$ cat src/sofr_pkg.sv
package sofr_pkg;
  // clock and tick
  localparam int unsigned CLK_HZ = 20_000_000;
  localparam int unsigned TICK_US = 1000;
  localparam int unsigned TICK_CYC = (CLK_HZ / 1_000_000) * TICK_US;
  localparam int unsigned CNT_W = 20;
  // intervals, all counted in ticks of TICK_US
  localparam int unsigned INACT_MIN = 13;
  localparam int unsigned INACT_MS = INACT_MIN * 60 * 1000;
  localparam int unsigned OFF_DELAY_MS = 200;
  localparam int unsigned FORCED_S = 9;
  localparam int unsigned FORCED_MS = FORCED_S * 1000;
  localparam int unsigned RETRY_MS = 100;
  localparam int unsigned AVG_SAFE_MS = 1000;
  localparam int unsigned CLIP_SAT_MS = 2000;
  // clip ramp
  localparam logic [7:0] CLIP_MAX = 8'hff;
  // synchronised input positions
  localparam int unsigned IN_N = 13;
  localparam int unsigned IX_HV = 0;
  localparam int unsigned IX_LL = 1;
  localparam int unsigned IX_AUDIO = 2;
  localparam int unsigned IX_HS_PRI = 3;
  localparam int unsigned IX_HS_SEC = 4;
  localparam int unsigned IX_AVG = 5;
  localparam int unsigned IX_POS_UV = 6;
  localparam int unsigned IX_NEG_UV = 7;
  localparam int unsigned IX_AUX_HOT = 8;
  localparam int unsigned IX_PUMP = 9;
  localparam int unsigned IX_DC = 10;
  localparam int unsigned IX_AUX_OC = 11;
  localparam int unsigned IX_STB_SC = 12;
  // register map
  localparam int unsigned ADDR_W = 8;
  localparam logic [7:0] OFS_CTRL = 8'h00;
  localparam logic [7:0] OFS_STATUS = 8'h04;
  localparam logic [7:0] OFS_CLIP = 8'h08;
  localparam int unsigned CTRL_SENSE_EN = 0;
  localparam logic [31:0] CTRL_RESET = 32'h0000_0001;
  localparam int unsigned ST_MODE_ON = 0;
  localparam int unsigned ST_MAIN_EN = 1;
  localparam int unsigned ST_FORCED = 2;
  localparam int unsigned ST_AUX_EN = 3;
  localparam int unsigned ST_STB_RUN = 4;
  localparam int unsigned ST_STB_FULL = 5;
  localparam int unsigned ST_RECENT = 6;
  localparam int unsigned ST_CLIP = 7;
  localparam int unsigned ST_TRIG_ON = 8;
  localparam logic [1:0] RESP_OKAY = 2'h0;
  localparam logic [1:0] RESP_SLVERR = 2'h2;
endpackage : sofr_pkg

$ cat src/sofr_tick_if.sv
`timescale 1ns/1ns
interface sofr_tick_if;
  logic ms_tick;
  modport src (output ms_tick);
  modport dst (input ms_tick);
endinterface : sofr_tick_if

$ cat src/sofr_top.sv
// Notes on behaviour
// exactly one trigger high turns the main converter on, audio or not.
// both triggers high forces standby, even with audio present.
// triggers low, audio above about 1.3 mV keeps main converter on.
// triggers low, 13 minutes without audio returns main converter to standby.
// triggers low, audio detection moves standby to on.
// on-to-standby change waits 200 ms before main converter stops.
// five main-converter sensors raise a shared clip request, not a stop.
// clipping that fails to restore safe operation forces main converter off.
// a forced shutdown holds main off about 9 s, then restarts.
// output offset fault stops main converter at once for 9 s.
// offset still present after restart repeats the off-restart cycle.
// excessive average current held for the safe time raises clip gradually.
// heatsinks, rail undervoltage, aux heat, pump current raise clip gradually.
// aux overcurrent stops aux converter briefly, retrying while shorted.
// standby short stops standby converter briefly, retrying while shorted.
// standby converter low power in standby, full capability when on.
// indicator shows two states, on and standby.
// aux outputs stay disabled in standby.
// reset starts in standby, timers cleared, intervals counted in ticks.
// audio restarts inactivity timer; forced-off beats any on request.
//
// Our own choices: the register addresses and the AXI4-Lite interface to the registers.
`timescale 1ns/1ns
module sofr_top #(
  parameter logic [sofr_pkg::CNT_W-1:0] TICK_CYCLES =
    sofr_pkg::CNT_W'(sofr_pkg::TICK_CYC),
  parameter logic [sofr_pkg::CNT_W-1:0] INACT_TICKS =
    sofr_pkg::CNT_W'(sofr_pkg::INACT_MS),
  parameter logic [sofr_pkg::CNT_W-1:0] FORCED_TICKS =
    sofr_pkg::CNT_W'(sofr_pkg::FORCED_MS)
) (
  // clock and reset
  input wire logic aclk,
  input wire logic aresetn,
  // triggers and audio sense
  input wire logic hv_trigger_input,
  input wire logic logic_level_trigger_input,
  input wire logic audio_detect,
  // main converter sensors
  input wire logic heatsink_pri_hot,
  input wire logic heatsink_sec_hot,
  input wire logic avg_current_high,
  input wire logic positive_power_rail_low,
  input wire logic negative_power_rail_low,
  input wire logic amp_dc_offset,
  // auxiliary and standby sensors
  input wire logic aux_device_hot,
  input wire logic pump_cancel_overcurrent,
  input wire logic aux_overcurrent,
  input wire logic standby_rail_short,
  // converter controls
  output logic main_conv_en,
  output logic aux_conv_en,
  output logic standby_rail_en,
  output logic standby_full_power,
  output logic clip_request,
  output logic [7:0] clip_level,
  // indicator
  output logic led_on_mode,
  output logic led_standby_mode,
  // axi4-lite write
  input wire logic [sofr_pkg::ADDR_W-1:0] s_axi_awaddr,
  input wire logic s_axi_awvalid,
  output logic s_axi_awready,
  input wire logic [31:0] s_axi_wdata,
  input wire logic [3:0] s_axi_wstrb,
  input wire logic s_axi_wvalid,
  output logic s_axi_wready,
  output logic [1:0] s_axi_bresp,
  output logic s_axi_bvalid,
  input wire logic s_axi_bready,
  // axi4-lite read
  input wire logic [sofr_pkg::ADDR_W-1:0] s_axi_araddr,
  input wire logic s_axi_arvalid,
  output logic s_axi_arready,
  output logic [31:0] s_axi_rdata,
  output logic [1:0] s_axi_rresp,
  output logic s_axi_rvalid,
  input wire logic s_axi_rready
);
  localparam int unsigned W = sofr_pkg::CNT_W;

  sofr_tick_if tk ();
  logic [sofr_pkg::IN_N-1:0] raw;
  logic [sofr_pkg::IN_N-1:0] s1_q;
  logic [sofr_pkg::IN_N-1:0] s2_q;
  logic hv_s, ll_s, audio_s, dc_s, avg_s;
  logic trig_on, both_trig, req_on, recent, clip_src, avg_trip, clip_trip;
  logic sense_en;
  logic [31:0] ctrl_q;
  logic seen_q, mode_on_q, forced_q;
  logic [W-1:0] inact_q, off_cnt_q, force_cnt_q, avg_cnt_q, sat_cnt_q;
  logic [7:0] clip_q;
  logic aux_run, stb_run;
  logic aw_got_q, w_got_q;
  logic [sofr_pkg::ADDR_W-1:0] awaddr_q;
  logic [31:0] wdata_q;
  logic [3:0] wstrb_q;
  logic [31:0] status;

  sofr_tick #(
    .TICK_CYCLES(TICK_CYCLES)
  ) u_tick (
    .aclk(aclk),
    .aresetn(aresetn),
    .tk(tk)
  );

  // every sensor is asynchronous to aclk
  assign raw = {standby_rail_short, aux_overcurrent, amp_dc_offset,
                pump_cancel_overcurrent, aux_device_hot,
                negative_power_rail_low, positive_power_rail_low,
                avg_current_high, heatsink_sec_hot, heatsink_pri_hot,
                audio_detect, logic_level_trigger_input, hv_trigger_input};

  always_ff @(posedge aclk)
  begin
    if (!aresetn)
    begin
      s1_q <= '0;
      s2_q <= '0;
    end
    else
    begin
      s1_q <= raw;
      s2_q <= s1_q;
    end
  end

  assign hv_s = s2_q[sofr_pkg::IX_HV];
  assign ll_s = s2_q[sofr_pkg::IX_LL];
  assign audio_s = s2_q[sofr_pkg::IX_AUDIO] && sense_en;
  assign dc_s = s2_q[sofr_pkg::IX_DC];
  assign avg_s = s2_q[sofr_pkg::IX_AVG];
  assign sense_en = ctrl_q[sofr_pkg::CTRL_SENSE_EN];

  assign trig_on = hv_s ^ ll_s;
  assign both_trig = hv_s && ll_s;
  assign recent = seen_q && (inact_q < INACT_TICKS);
  assign req_on = !both_trig && (trig_on || audio_s || recent);

  // inactivity timer; a fresh detection restarts it
  always_ff @(posedge aclk)
  begin
    if (!aresetn)
    begin
      seen_q <= 1'b0;
      inact_q <= '0;
    end
    else if (audio_s)
    begin
      seen_q <= 1'b1;
      inact_q <= '0;
    end
    else if (tk.ms_tick && recent)
      inact_q <= inact_q + 1'b1;
  end

  // off delay lets standby-rail loads power down first
  always_ff @(posedge aclk)
  begin
    if (!aresetn)
    begin
      mode_on_q <= 1'b0;
      off_cnt_q <= '0;
    end
    else if (req_on)
    begin
      mode_on_q <= 1'b1;
      off_cnt_q <= '0;
    end
    else if (mode_on_q && tk.ms_tick)
    begin
      if (off_cnt_q == W'(sofr_pkg::OFF_DELAY_MS - 1))
      begin
        mode_on_q <= 1'b0;
        off_cnt_q <= '0;
      end
      else
        off_cnt_q <= off_cnt_q + 1'b1;
    end
  end

  // average current counts only after the safe time has passed
  always_ff @(posedge aclk)
  begin
    if (!aresetn || !avg_s)
      avg_cnt_q <= '0;
    else if (tk.ms_tick && !avg_trip)
      avg_cnt_q <= avg_cnt_q + 1'b1;
  end
  assign avg_trip = avg_cnt_q == W'(sofr_pkg::AVG_SAFE_MS);

  assign clip_src = s2_q[sofr_pkg::IX_HS_PRI] || s2_q[sofr_pkg::IX_HS_SEC] ||
                    avg_trip || s2_q[sofr_pkg::IX_POS_UV] ||
                    s2_q[sofr_pkg::IX_NEG_UV] || s2_q[sofr_pkg::IX_AUX_HOT] ||
                    s2_q[sofr_pkg::IX_PUMP];

  // one step per tick keeps the audible change gradual
  always_ff @(posedge aclk)
  begin
    if (!aresetn)
      clip_q <= '0;
    else if (tk.ms_tick && clip_src && clip_q != sofr_pkg::CLIP_MAX)
      clip_q <= clip_q + 1'b1;
    else if (tk.ms_tick && !clip_src && clip_q != 8'h00)
      clip_q <= clip_q - 1'b1;
  end

  // full clip that still does not clear the fault is a last resort
  always_ff @(posedge aclk)
  begin
    if (!aresetn || !clip_src || clip_q != sofr_pkg::CLIP_MAX || forced_q)
      sat_cnt_q <= '0;
    else if (tk.ms_tick && !clip_trip)
      sat_cnt_q <= sat_cnt_q + 1'b1;
  end
  assign clip_trip = sat_cnt_q == W'(sofr_pkg::CLIP_SAT_MS);

  // forced-off window; only raised while the converter runs
  always_ff @(posedge aclk)
  begin
    if (!aresetn)
    begin
      forced_q <= 1'b0;
      force_cnt_q <= '0;
    end
    else if (!forced_q)
    begin
      force_cnt_q <= '0;
      if (main_conv_en && (dc_s || clip_trip))
        forced_q <= 1'b1;
    end
    else if (tk.ms_tick)
    begin
      if (force_cnt_q == FORCED_TICKS - 1'b1)
        forced_q <= 1'b0;
      else
        force_cnt_q <= force_cnt_q + 1'b1;
    end
  end

  sofr_retry u_aux (
    .aclk(aclk),
    .aresetn(aresetn),
    .tk(tk),
    .en_req(mode_on_q),
    .fault(s2_q[sofr_pkg::IX_AUX_OC]),
    .run_q(aux_run)
  );

  sofr_retry u_stb (
    .aclk(aclk),
    .aresetn(aresetn),
    .tk(tk),
    .en_req(1'b1),
    .fault(s2_q[sofr_pkg::IX_STB_SC]),
    .run_q(stb_run)
  );

  // registered converter outputs
  always_ff @(posedge aclk)
  begin
    if (!aresetn)
    begin
      main_conv_en <= 1'b0;
      aux_conv_en <= 1'b0;
      standby_rail_en <= 1'b0;
      standby_full_power <= 1'b0;
      clip_request <= 1'b0;
      clip_level <= '0;
      led_on_mode <= 1'b0;
      led_standby_mode <= 1'b1;
    end
    else
    begin
      main_conv_en <= mode_on_q && !forced_q;
      aux_conv_en <= aux_run && mode_on_q;
      standby_rail_en <= stb_run;
      standby_full_power <= mode_on_q;
      clip_request <= clip_q != 8'h00;
      clip_level <= clip_q;
      led_on_mode <= mode_on_q;
      led_standby_mode <= !mode_on_q;
    end
  end

  // axi4-lite write: address and data taken in either order
  assign s_axi_awready = !aw_got_q && !s_axi_bvalid;
  assign s_axi_wready = !w_got_q && !s_axi_bvalid;

  always_ff @(posedge aclk)
  begin
    if (!aresetn)
    begin
      aw_got_q <= 1'b0;
      w_got_q <= 1'b0;
      awaddr_q <= '0;
      wdata_q <= '0;
      wstrb_q <= '0;
      s_axi_bvalid <= 1'b0;
      s_axi_bresp <= sofr_pkg::RESP_OKAY;
      ctrl_q <= sofr_pkg::CTRL_RESET;
    end
    else
    begin
      if (s_axi_awvalid && s_axi_awready)
      begin
        aw_got_q <= 1'b1;
        awaddr_q <= s_axi_awaddr;
      end
      if (s_axi_wvalid && s_axi_wready)
      begin
        w_got_q <= 1'b1;
        wdata_q <= s_axi_wdata;
        wstrb_q <= s_axi_wstrb;
      end
      if (aw_got_q && w_got_q)
      begin
        aw_got_q <= 1'b0;
        w_got_q <= 1'b0;
        s_axi_bvalid <= 1'b1;
        if ({awaddr_q[7:2], 2'b00} == sofr_pkg::OFS_CTRL)
        begin
          s_axi_bresp <= sofr_pkg::RESP_OKAY;
          if (wstrb_q[0])
            ctrl_q[sofr_pkg::CTRL_SENSE_EN] <=
              wdata_q[sofr_pkg::CTRL_SENSE_EN];
        end
        else if ({awaddr_q[7:2], 2'b00} == sofr_pkg::OFS_STATUS ||
                 {awaddr_q[7:2], 2'b00} == sofr_pkg::OFS_CLIP)
          s_axi_bresp <= sofr_pkg::RESP_OKAY;
        else
          s_axi_bresp <= sofr_pkg::RESP_SLVERR;
      end
      else if (s_axi_bvalid && s_axi_bready)
        s_axi_bvalid <= 1'b0;
    end
  end

  always_comb
  begin
    status = '0;
    status[sofr_pkg::ST_MODE_ON] = mode_on_q;
    status[sofr_pkg::ST_MAIN_EN] = main_conv_en;
    status[sofr_pkg::ST_FORCED] = forced_q;
    status[sofr_pkg::ST_AUX_EN] = aux_conv_en;
    status[sofr_pkg::ST_STB_RUN] = standby_rail_en;
    status[sofr_pkg::ST_STB_FULL] = standby_full_power;
    status[sofr_pkg::ST_RECENT] = recent;
    status[sofr_pkg::ST_CLIP] = clip_request;
    status[sofr_pkg::ST_TRIG_ON] = trig_on;
  end

  // axi4-lite read: one outstanding read
  assign s_axi_arready = !s_axi_rvalid;

  always_ff @(posedge aclk)
  begin
    if (!aresetn)
    begin
      s_axi_rvalid <= 1'b0;
      s_axi_rdata <= '0;
      s_axi_rresp <= sofr_pkg::RESP_OKAY;
    end
    else if (s_axi_arvalid && s_axi_arready)
    begin
      s_axi_rvalid <= 1'b1;
      s_axi_rresp <= sofr_pkg::RESP_OKAY;
      unique case ({s_axi_araddr[7:2], 2'b00})
        sofr_pkg::OFS_CTRL: s_axi_rdata <= ctrl_q;
        sofr_pkg::OFS_STATUS: s_axi_rdata <= status;
        sofr_pkg::OFS_CLIP: s_axi_rdata <= {24'h000000, clip_q};
        default:
        begin
          s_axi_rdata <= '0;
          s_axi_rresp <= sofr_pkg::RESP_SLVERR;
        end
      endcase
    end
    else if (s_axi_rready)
      s_axi_rvalid <= 1'b0;
  end

  AST_TRIG_ON: assert property (@(posedge aclk) disable iff (!aresetn)
    (trig_on && !forced_q && !(main_conv_en && (dc_s || clip_trip))) |=>
    mode_on_q ##1 main_conv_en)
    else $error("single trigger did not turn main on");
  AST_BOTH_STBY: assert property (@(posedge aclk) disable iff (!aresetn)
    (both_trig && !mode_on_q) |=> !mode_on_q)
    else $error("both triggers failed to hold standby");
  AST_AUDIO_ON: assert property (@(posedge aclk) disable iff (!aresetn)
    (audio_s && !both_trig) |=> mode_on_q && inact_q == '0)
    else $error("audio did not select on mode");
  AST_OFF_DELAY: assert property (@(posedge aclk) disable iff (!aresetn)
    $fell(mode_on_q) |-> $past(off_cnt_q) == W'(sofr_pkg::OFF_DELAY_MS - 1))
    else $error("main turned off without full delay");
  AST_FORCED_LEN: assert property (@(posedge aclk) disable iff (!aresetn)
    $fell(forced_q) |-> $past(force_cnt_q) == FORCED_TICKS - 1'b1)
    else $error("forced off window wrong length");
  AST_DC_TRIP: assert property (@(posedge aclk) disable iff (!aresetn)
    (main_conv_en && dc_s) |=> forced_q ##1 !main_conv_en)
    else $error("offset fault did not stop main");
  AST_FORCE_WINS: assert property (@(posedge aclk) disable iff (!aresetn)
    (forced_q && $past(forced_q)) |-> !main_conv_en)
    else $error("main on during forced off");
  AST_AUX_STBY: assert property (@(posedge aclk) disable iff (!aresetn)
    !mode_on_q |=> !aux_conv_en)
    else $error("aux enabled in standby");
  AST_CLIP_RAMP: assert property (@(posedge aclk) disable iff (!aresetn)
    (tk.ms_tick && clip_src && clip_q != sofr_pkg::CLIP_MAX) |=>
    clip_q == $past(clip_q) + 8'h01)
    else $error("clip level did not step up");
  AST_LED: assert property (@(posedge aclk) disable iff (!aresetn)
    ##1 (led_on_mode != led_standby_mode))
    else $error("indicator states not distinct");
endmodule : sofr_top

$ cat src/sofr_tick.sv
`timescale 1ns/1ns
module sofr_tick #(
  parameter logic [sofr_pkg::CNT_W-1:0] TICK_CYCLES =
    sofr_pkg::CNT_W'(sofr_pkg::TICK_CYC)
) (
  // clock and reset
  input wire logic aclk,
  input wire logic aresetn,
  // tick out
  sofr_tick_if.src tk
);
  logic [sofr_pkg::CNT_W-1:0] div_q;

  // one-cycle enable every TICK_CYCLES clocks
  always_ff @(posedge aclk)
  begin
    if (!aresetn)
    begin
      div_q <= '0;
      tk.ms_tick <= 1'b0;
    end
    else if (div_q == TICK_CYCLES - 1'b1)
    begin
      div_q <= '0;
      tk.ms_tick <= 1'b1;
    end
    else
    begin
      div_q <= div_q + 1'b1;
      tk.ms_tick <= 1'b0;
    end
  end
endmodule : sofr_tick

$ cat src/sofr_retry.sv
`timescale 1ns/1ns
module sofr_retry (
  // clock and reset
  input wire logic aclk,
  input wire logic aresetn,
  sofr_tick_if.dst tk,
  // control
  input wire logic en_req,
  input wire logic fault,
  output logic run_q
);
  typedef enum logic {ST_RUN, ST_OFF} sofr_retry_st_t;
  sofr_retry_st_t st_q;
  logic [sofr_pkg::CNT_W-1:0] cnt_q;

  // a short seen while running costs one off window, then retry
  always_ff @(posedge aclk)
  begin
    if (!aresetn)
    begin
      st_q <= ST_RUN;
      cnt_q <= '0;
    end
    else
    begin
      unique case (st_q)
        ST_RUN:
        begin
          cnt_q <= '0;
          if (en_req && fault)
            st_q <= ST_OFF;
        end
        ST_OFF:
        begin
          if (tk.ms_tick)
          begin
            if (cnt_q == sofr_pkg::CNT_W'(sofr_pkg::RETRY_MS - 1))
              st_q <= ST_RUN;
            else
              cnt_q <= cnt_q + 1'b1;
          end
        end
      endcase
    end
  end

  always_ff @(posedge aclk)
  begin
    if (!aresetn)
      run_q <= 1'b0;
    else
      run_q <= en_req && (st_q == ST_RUN) && !fault;
  end

  AST_RETRY_OFF: assert property (@(posedge aclk) disable iff (!aresetn)
    (st_q == ST_RUN && en_req && fault) |=> ##1 !run_q [*2])
    else $error("converter not held off after short");
endmodule : sofr_retry

$ cat config.mk
export PLATFORM = sky130hd
export DESIGN_NAME = sofr_top
export DESIGN_NICKNAME = d
export VERILOG_FILES = /design/src/sofr_pkg.sv /design/src/sofr_tick_if.sv /design/src/sofr_top.sv /design/src/sofr_tick.sv /design/src/sofr_retry.sv
export SDC_FILE = /design/constraint.sdc
export NUM_CORES = 1
export LEC_CHECK = 0
export ABC_AREA = 1
export BUFFER_PORTS_ARGS = -buffer_cell sky130_fd_sc_hd__buf_2
export CAP_MARGIN = 20
export CORE_MARGIN = 1
export CORE_UTILIZATION = 30
export CTS_BUF_LIST = sky130_fd_sc_hd__clkbuf_4 sky130_fd_sc_hd__clkbuf_8
export DETAILED_ROUTE_END_ITERATION = 10
export PLACE_DENSITY = 0.57
export SYNTH_ARGS = -nofsm -noshare
export SYNTH_HDL_FRONTEND = slang
export SYNTH_HIERARCHICAL = 1
export SYNTH_SLANG_ARGS = --single-unit
$ cat constraint.sdc
create_clock -name aclk -period 3.3 [get_ports aclk]
set_input_delay 0.165 -clock aclk [delete_from_list [all_inputs] [get_ports aclk]]
set_output_delay 0.165 -clock aclk [all_outputs]
set_load 0.01 [all_outputs]
======== Yosys cells after proc, flatten, opt, wreduce, memory -nomap -nowiden ========
Cells that the tools add are included.
W data, S select, Z words.
word-level totals
  output and inout port bits .............. 56
  input port bits ......................... 72
  flip-flop bits (word level) ............. 267
  word-level logic and storage cells ...... 175
operators by class
  add/subtract/negate cells ............... 10
  bitwise operators ....................... 5
  equality and inequality tests ........... 16
  reductions and logical operators ........ 73
  multiplexer cells ....................... 33
  order comparisons ....................... 1
operator list
  kind                     number
  $add A20 B1 Y20 const B  8
  $mux W20                 5
  $pmux W20 S2             2
  $eq A20 B7 Y1 const B    2
  $pmux W9 S3              1
  $logic_and A1 B1 Y1      26
  $eq A20 B10 Y1 const B   1
  $eq A20 B11 Y1 const B   1
  $eq A20 B14 Y1 const B   1
  $eq A20 B15 Y1 const B   1
  $eq A20 B8 Y1 const B    1
  $lt A20 B20 Y1 const B   1
  $mux W1                  18
  $mux W8                  2
  $logic_not A1 Y1         14
  $logic_or A1 B1 Y1       14
  $eq A6 B1 Y1 const B     2
  $eq A6 B2 Y1 const B     2
  $logic_not A6 Y1         2
  $reduce_and A2 Y1        5
  $reduce_bool A2 Y1       5
  $add A8 B1 Y8 const B    1
  $ne A2 B2 Y1 const B     4
  $ne A8 B8 Y1 const B     1
  other kinds (9)          18

======== Longest topological paths before layout ========
  depth in word-level cells ............... 11
  mapped depth ............................ 16
  mapped depth without buffers ............ 16

======== Hierarchy ========
The synthesis kept the hierarchy.
modules (own cells, without submodules)
  module      times used  area each (um2)  cells an instance  seq. area each (um2)
  sofr_top    1           8,634.5          1,201              3,503.4
  sofr_retry  2           1,422.6          238                440.4
  sofr_tick   1           1,071.0          151                420.4

======== Worst setup path after synthesis ========
No wires, ideal clock.
  path type ............................... reg2reg
  start ................................... register avg_cnt_q[0]
  end ..................................... register clip_q[7]
  data required time ...................... 3.185 ns
  library setup time ...................... 0.115 ns
  arrival ................................. 2.370 ns
  cell stages (with the launch flop) ...... 17
  period minus slack after synthesis ...... 2.485 ns
  path buffers ............................ 0
  setup slack ............................. 0.815 ns
  path through ............................ dfxtp_1 -> inv_1 -> ha_1 -> nand2_1 -> nor2_1 -> nand4_2 -> nand2_2 -> nand3_2 -> ha_1 -> a21oi_1 -> nand2_1 -> a31oi_1 -> inv_1 -> o21ai_0 -> nand3_1 -> nand2_1 -> nor2_1
on the way
  cells in the longest elaborated chain, start to end .. 10
  elaborated cells between the ends (all ways) .. 13
  classes of those cells .................. 1 x eq/ne; 1 x mux; 11 x reduce/logical
RTL lines
  element                               line             RTL
  start, declared                       sofr_top.sv:93   logic [W-1:0] inact_q, off_cnt_q, force_cnt_q, avg_cnt_q, sat_cnt_q;
  start signal, assigned                sofr_top.sv:191  avg_cnt_q <= avg_cnt_q + 1'b1;
  $eq A20 B10 Y1 (*)                    sofr_top.sv:193  assign avg_trip = avg_cnt_q == W'(sofr_pkg::AVG_SAFE_MS);
  $logic_or A1 B1 Y1 (*)                sofr_top.sv:195  assign clip_src = s2_q[sofr_pkg::IX_HS_PRI] || s2_q[sofr_pkg::IX_HS_SEC] ||
  $logic_or A1 B1 Y1 (*) (2 in series)  sofr_top.sv:196  avg_trip || s2_q[sofr_pkg::IX_POS_UV] ||
  $logic_or A1 B1 Y1 (*) (2 in series)  sofr_top.sv:197  s2_q[sofr_pkg::IX_NEG_UV] || s2_q[sofr_pkg::IX_AUX_HOT] ||
  $logic_not A1 Y1                      sofr_top.sv:207  else if (tk.ms_tick && !clip_src && clip_q != 8'h00)
  $logic_and A1 B1 Y1 (2 in series)     sofr_top.sv:207
  $reduce_bool A2 Y1 (no line)          --
  end signal, assigned                  sofr_top.sv:206  clip_q <= clip_q + 1'b1;
  end signal, assigned                  sofr_top.sv:208  clip_q <= clip_q - 1'b1;
  end, declared                         sofr_top.sv:94   logic [7:0] clip_q;
Mark *: on every way between the ends. The rest lies on a longest branch, timed or not.
A chain may end at the register's enable or synchronous reset.

======== Worst setup path in the final report ========
Ends and elaborated chain as after synthesis.

==> run summary <==
count of flip-flops with a built-in enable after synthesis -> 0
most common cell in the synthesized netlist -> sky130_fd_sc_hd__nand2_1
Site Rows -> 74
final hold violations -> 0
predominant post-synthesis flop cell -> sky130_fd_sc_hd__dfxtp_1
transition time at the pin with the least slew margin -> 756.2 ps
clk_skew -> 13.66 ps
detailed placement HPWL -> 21.91 mm
average size of a mapped cell -> 6.866 um^2
P_leak -> 5.545 nW
total congestion overflow -> 0
Layout fillers -> 4426
setup repair after global routing missed its margin -> false
post-route minimum period -> 2913 ps
Final GP Congestion -> 0.9076
initial cell density of the core -> 0.3060
number of buffers inserted during clock tree synthesis -> 46
core utilization of the finished layout -> 0.3546
final worst-path cycle share -> 0.8827
Warnings, synthesis -> 6
startpoint type of the worst setup path -> flop
highest net fanout along the worst path -> 9
multi-input gate area in the final layout -> 6533 um^2
number of setup violations in the final report -> 0
share of cells above drive strength 1 -> 0.1131
worst hold path type -> in2reg
power density over the cells -> 431.2 nW/um^2
die extent in y -> 206.5 um
fraction of registers with async set or reset after synthesis -> 0
Post-Syn Instances -> 1828
H-tree Lvls -> 2
placed cells -> 2392
count of inserted antenna diode cells -> 0
total vias in the final route -> 11530
mean routed wirelength per cell -> 12.15 um
Reg2Reg Setup Slack -> 390 ps
required time of the critical path -> 3770 ps
max_slew headroom -> 0.4958
pin count of the biggest net entering global routing -> 40
most used cell along the critical path -> sky130_fd_sc_hd__nand2_1
area taken by flip-flops and latches -> 4806 um^2
Clock Tree Root -> sky130_fd_sc_hd__clkbuf_8
dominant cell type by area after synthesis -> sky130_fd_sc_hd__dfxtp_1
class of the most critical setup path -> reg2reg
Max stage delay on crit path -> 430 ps
worst slack at placement -> 441.5 ps
run status -> finished with violations
post-route insts no fill -> 2503
post-DR vias/cell -> 4.604
minimum setup slack in the final design -> 387.2 ps
post-layout power -> 0.006273 W
capturing element type of the critical path -> flop
first-pass iteration count of the detailed router -> 8
Clock Pin Slew Worst Setup and Hold Paths -> 50 ps
leading cell types by total area after synthesis -> sky130_fd_sc_hd__dfxtp_1 (38%), sky130_fd_sc_hd__nand2_1 (13%), sky130_fd_sc_hd__nor2_1 (7.9%)
drc violations -> 9
full die area -> 42660 um^2
PortBufs -> 64
clk_lat worst skew -> 590 ps
number of global-route vias before repair -> 10850
TritonCTS clock tree -> built
FF-to-FF Start -> avg_cnt_q[0]
CP arrival -> 3390 ps
antenna-violating nets left -> 0
violated checks -> design-rule violations
sequential share of the synthesized area -> 0.3828
number of nets in the layout -> 2029
Final Slew Violations -> 0
list of most frequent post-synthesis cells -> sky130_fd_sc_hd__nand2_1 (426), sky130_fd_sc_hd__nor2_1 (263), sky130_fd_sc_hd__dfxtp_1 (240)
global-route wire length before repair -> 50.87 mm
Critical path origin -> avg_cnt_q[0]
area growth from synthesis to layout -> 15.90%
summed instance area of the synthesized netlist -> 12550 um^2
max-cap viol count -> 0
die boundary width -> 206.5 um
TNS Setup -> 0 ps
number of storage elements in the synthesis netlist -> 240
count of unique library cells instantiated by Yosys -> 54
cell-by-cell trace of the critical path -> inv_1 > ha_1 > nand2_1 > nor2_1 > nand4_2 > nand2_2 > nand3_2 > ha_1 > a21oi_1 > nand2_1 > a31oi_1 > inv_1 > o21ai_0 > nand3_1 > nand2_1 > nor2_1
startpoint of the most critical hold path -> s_axi_awvalid
First DRT Iteration DRCs -> 549
Bufs on Longest Clock Path -> 3
clock tree sinks -> 240
number of I/O pins -> 128
total wirelength of the detailed-routed design -> 30.42 mm
initial antenna violation count -> 0
maximum resistive drop on vdd -> 0.2200 mV
fmax -> 343.3 MHz
aggregate global-route resource usage -> 0.1447
area share of the largest cell type after synthesis -> 0.3828
Critical Path Slowest Stage Cell -> sky130_fd_sc_hd__ha_1
area of the core -> 41020 um^2
[cells by family after synthesis]
group,synth area share
DFF,0.3828
xor gates and xnor gates,0.05094
adders and majority gates,0.01854
buffers and inverters,0.1039
and+or+nand+nor,0.3506
other,0.0005984
AOI/OAI and AO/OA,0.09261
[path summary, 6_finish.rpt]
check / to / cells after the start
min reg2reg: aux_conv_en / 2
max reg2reg: clip_q[7] / 16
max: clip_q[7] / 16
min: awaddr_q[4] / 4
[critical path: cells and delay by family (launching register included)]
kind                     cells  cell delay [ps]
AO/OA/AOI/OAI                3              650
adder cells (fa/ha/maj)      2              590
buffers and inverters        2              180
flip-flops                   1              340
AND/OR/NAND/NOR              9             1040
[cell usage in the layout (no fill, tap or decap), drive strengths merged, types with 2 or more instances in the layout]
cell / synthesis / layout
inv: 240 / 242
clkbuf: 14 / 67
o21bai: 5 / 5
dlygate4sd3: 0 / 31
nor3b: 5 / 5
nand3: 116 / 116
o21a: 3 / 3
dfxtp: 240 / 240
nand4: 58 / 58
o22ai: 5 / 5
clkinv: 2 / 11
a31oi: 4 / 4
o21ai: 72 / 72
nor2: 276 / 276
nor4: 11 / 11
xnor2: 26 / 26
a21oi: 122 / 122
conb: 2 / 26
ha: 17 / 17
nand2: 444 / 444
buf: 47 / 69
a211oi: 2 / 2
or2: 3 / 3
nor3: 55 / 55
nand3b: 3 / 3
xor2: 47 / 47
o31ai: 3 / 3
[sequential cells by signal, summed over array words and instances, names as in the netlist, 6 cells and up]
name          flops
off_cnt_q        20
inact_q          20
sat_cnt_q        20
u_stb/cnt_q      20
avg_cnt_q        20
s2_q             13
force_cnt_q      20
awaddr_q          6
clip_q            8
u_tick/div_q     20
clip_level        8
s_axi_rdata       9
s1_q             13
u_aux/cnt_q      20
[report_power, final]
| part | switching, W | internal [W] |
|---|---|---|
| logic | 0.000146 | 0.0000922 |
| registers | 0.0000300 | 0.00294 |
| clock network | 0.00130 | 0.00176 |
[what timing repair did]
item | CTS | global route
resized for setup | 0 | 0
buffers inserted | 0 | 0
hold buffers | 31 | 0
hold endpoints to repair | 24 | 0
[cell type report]
cell class	instances	share of cell area
multi-input combinational	1309	0.4491
sequential	240	0.3304
inverter	242	0.06245
clock buffer	67	0.05952
timing repair buffer	100	0.04593
tap	532	0.04576
clock inverter	13	0.006881
[per-layer routing]
layer / up-vias / GRT usage / share of wire
li1: 6028 / - / -
met3: 75 / 0.02873 / 0.048
met5: - / 0 / 0
met4: 0 / 0.07090 / 0.037
met1: 5199 / 0.1856 / 0.47
met2: 223 / 0.2311 / 0.44
[stage by stage]
stage                     hold WS, ps  area (um^2)
after floorplan                 262.6        12640
after global placement          351.8        13270
after detailed placement        348.9        13270
after CTS                       5.431        14550
after global routing            89.22        14550
final                           47.29        14550
Power figures use the tool's default switching activity.
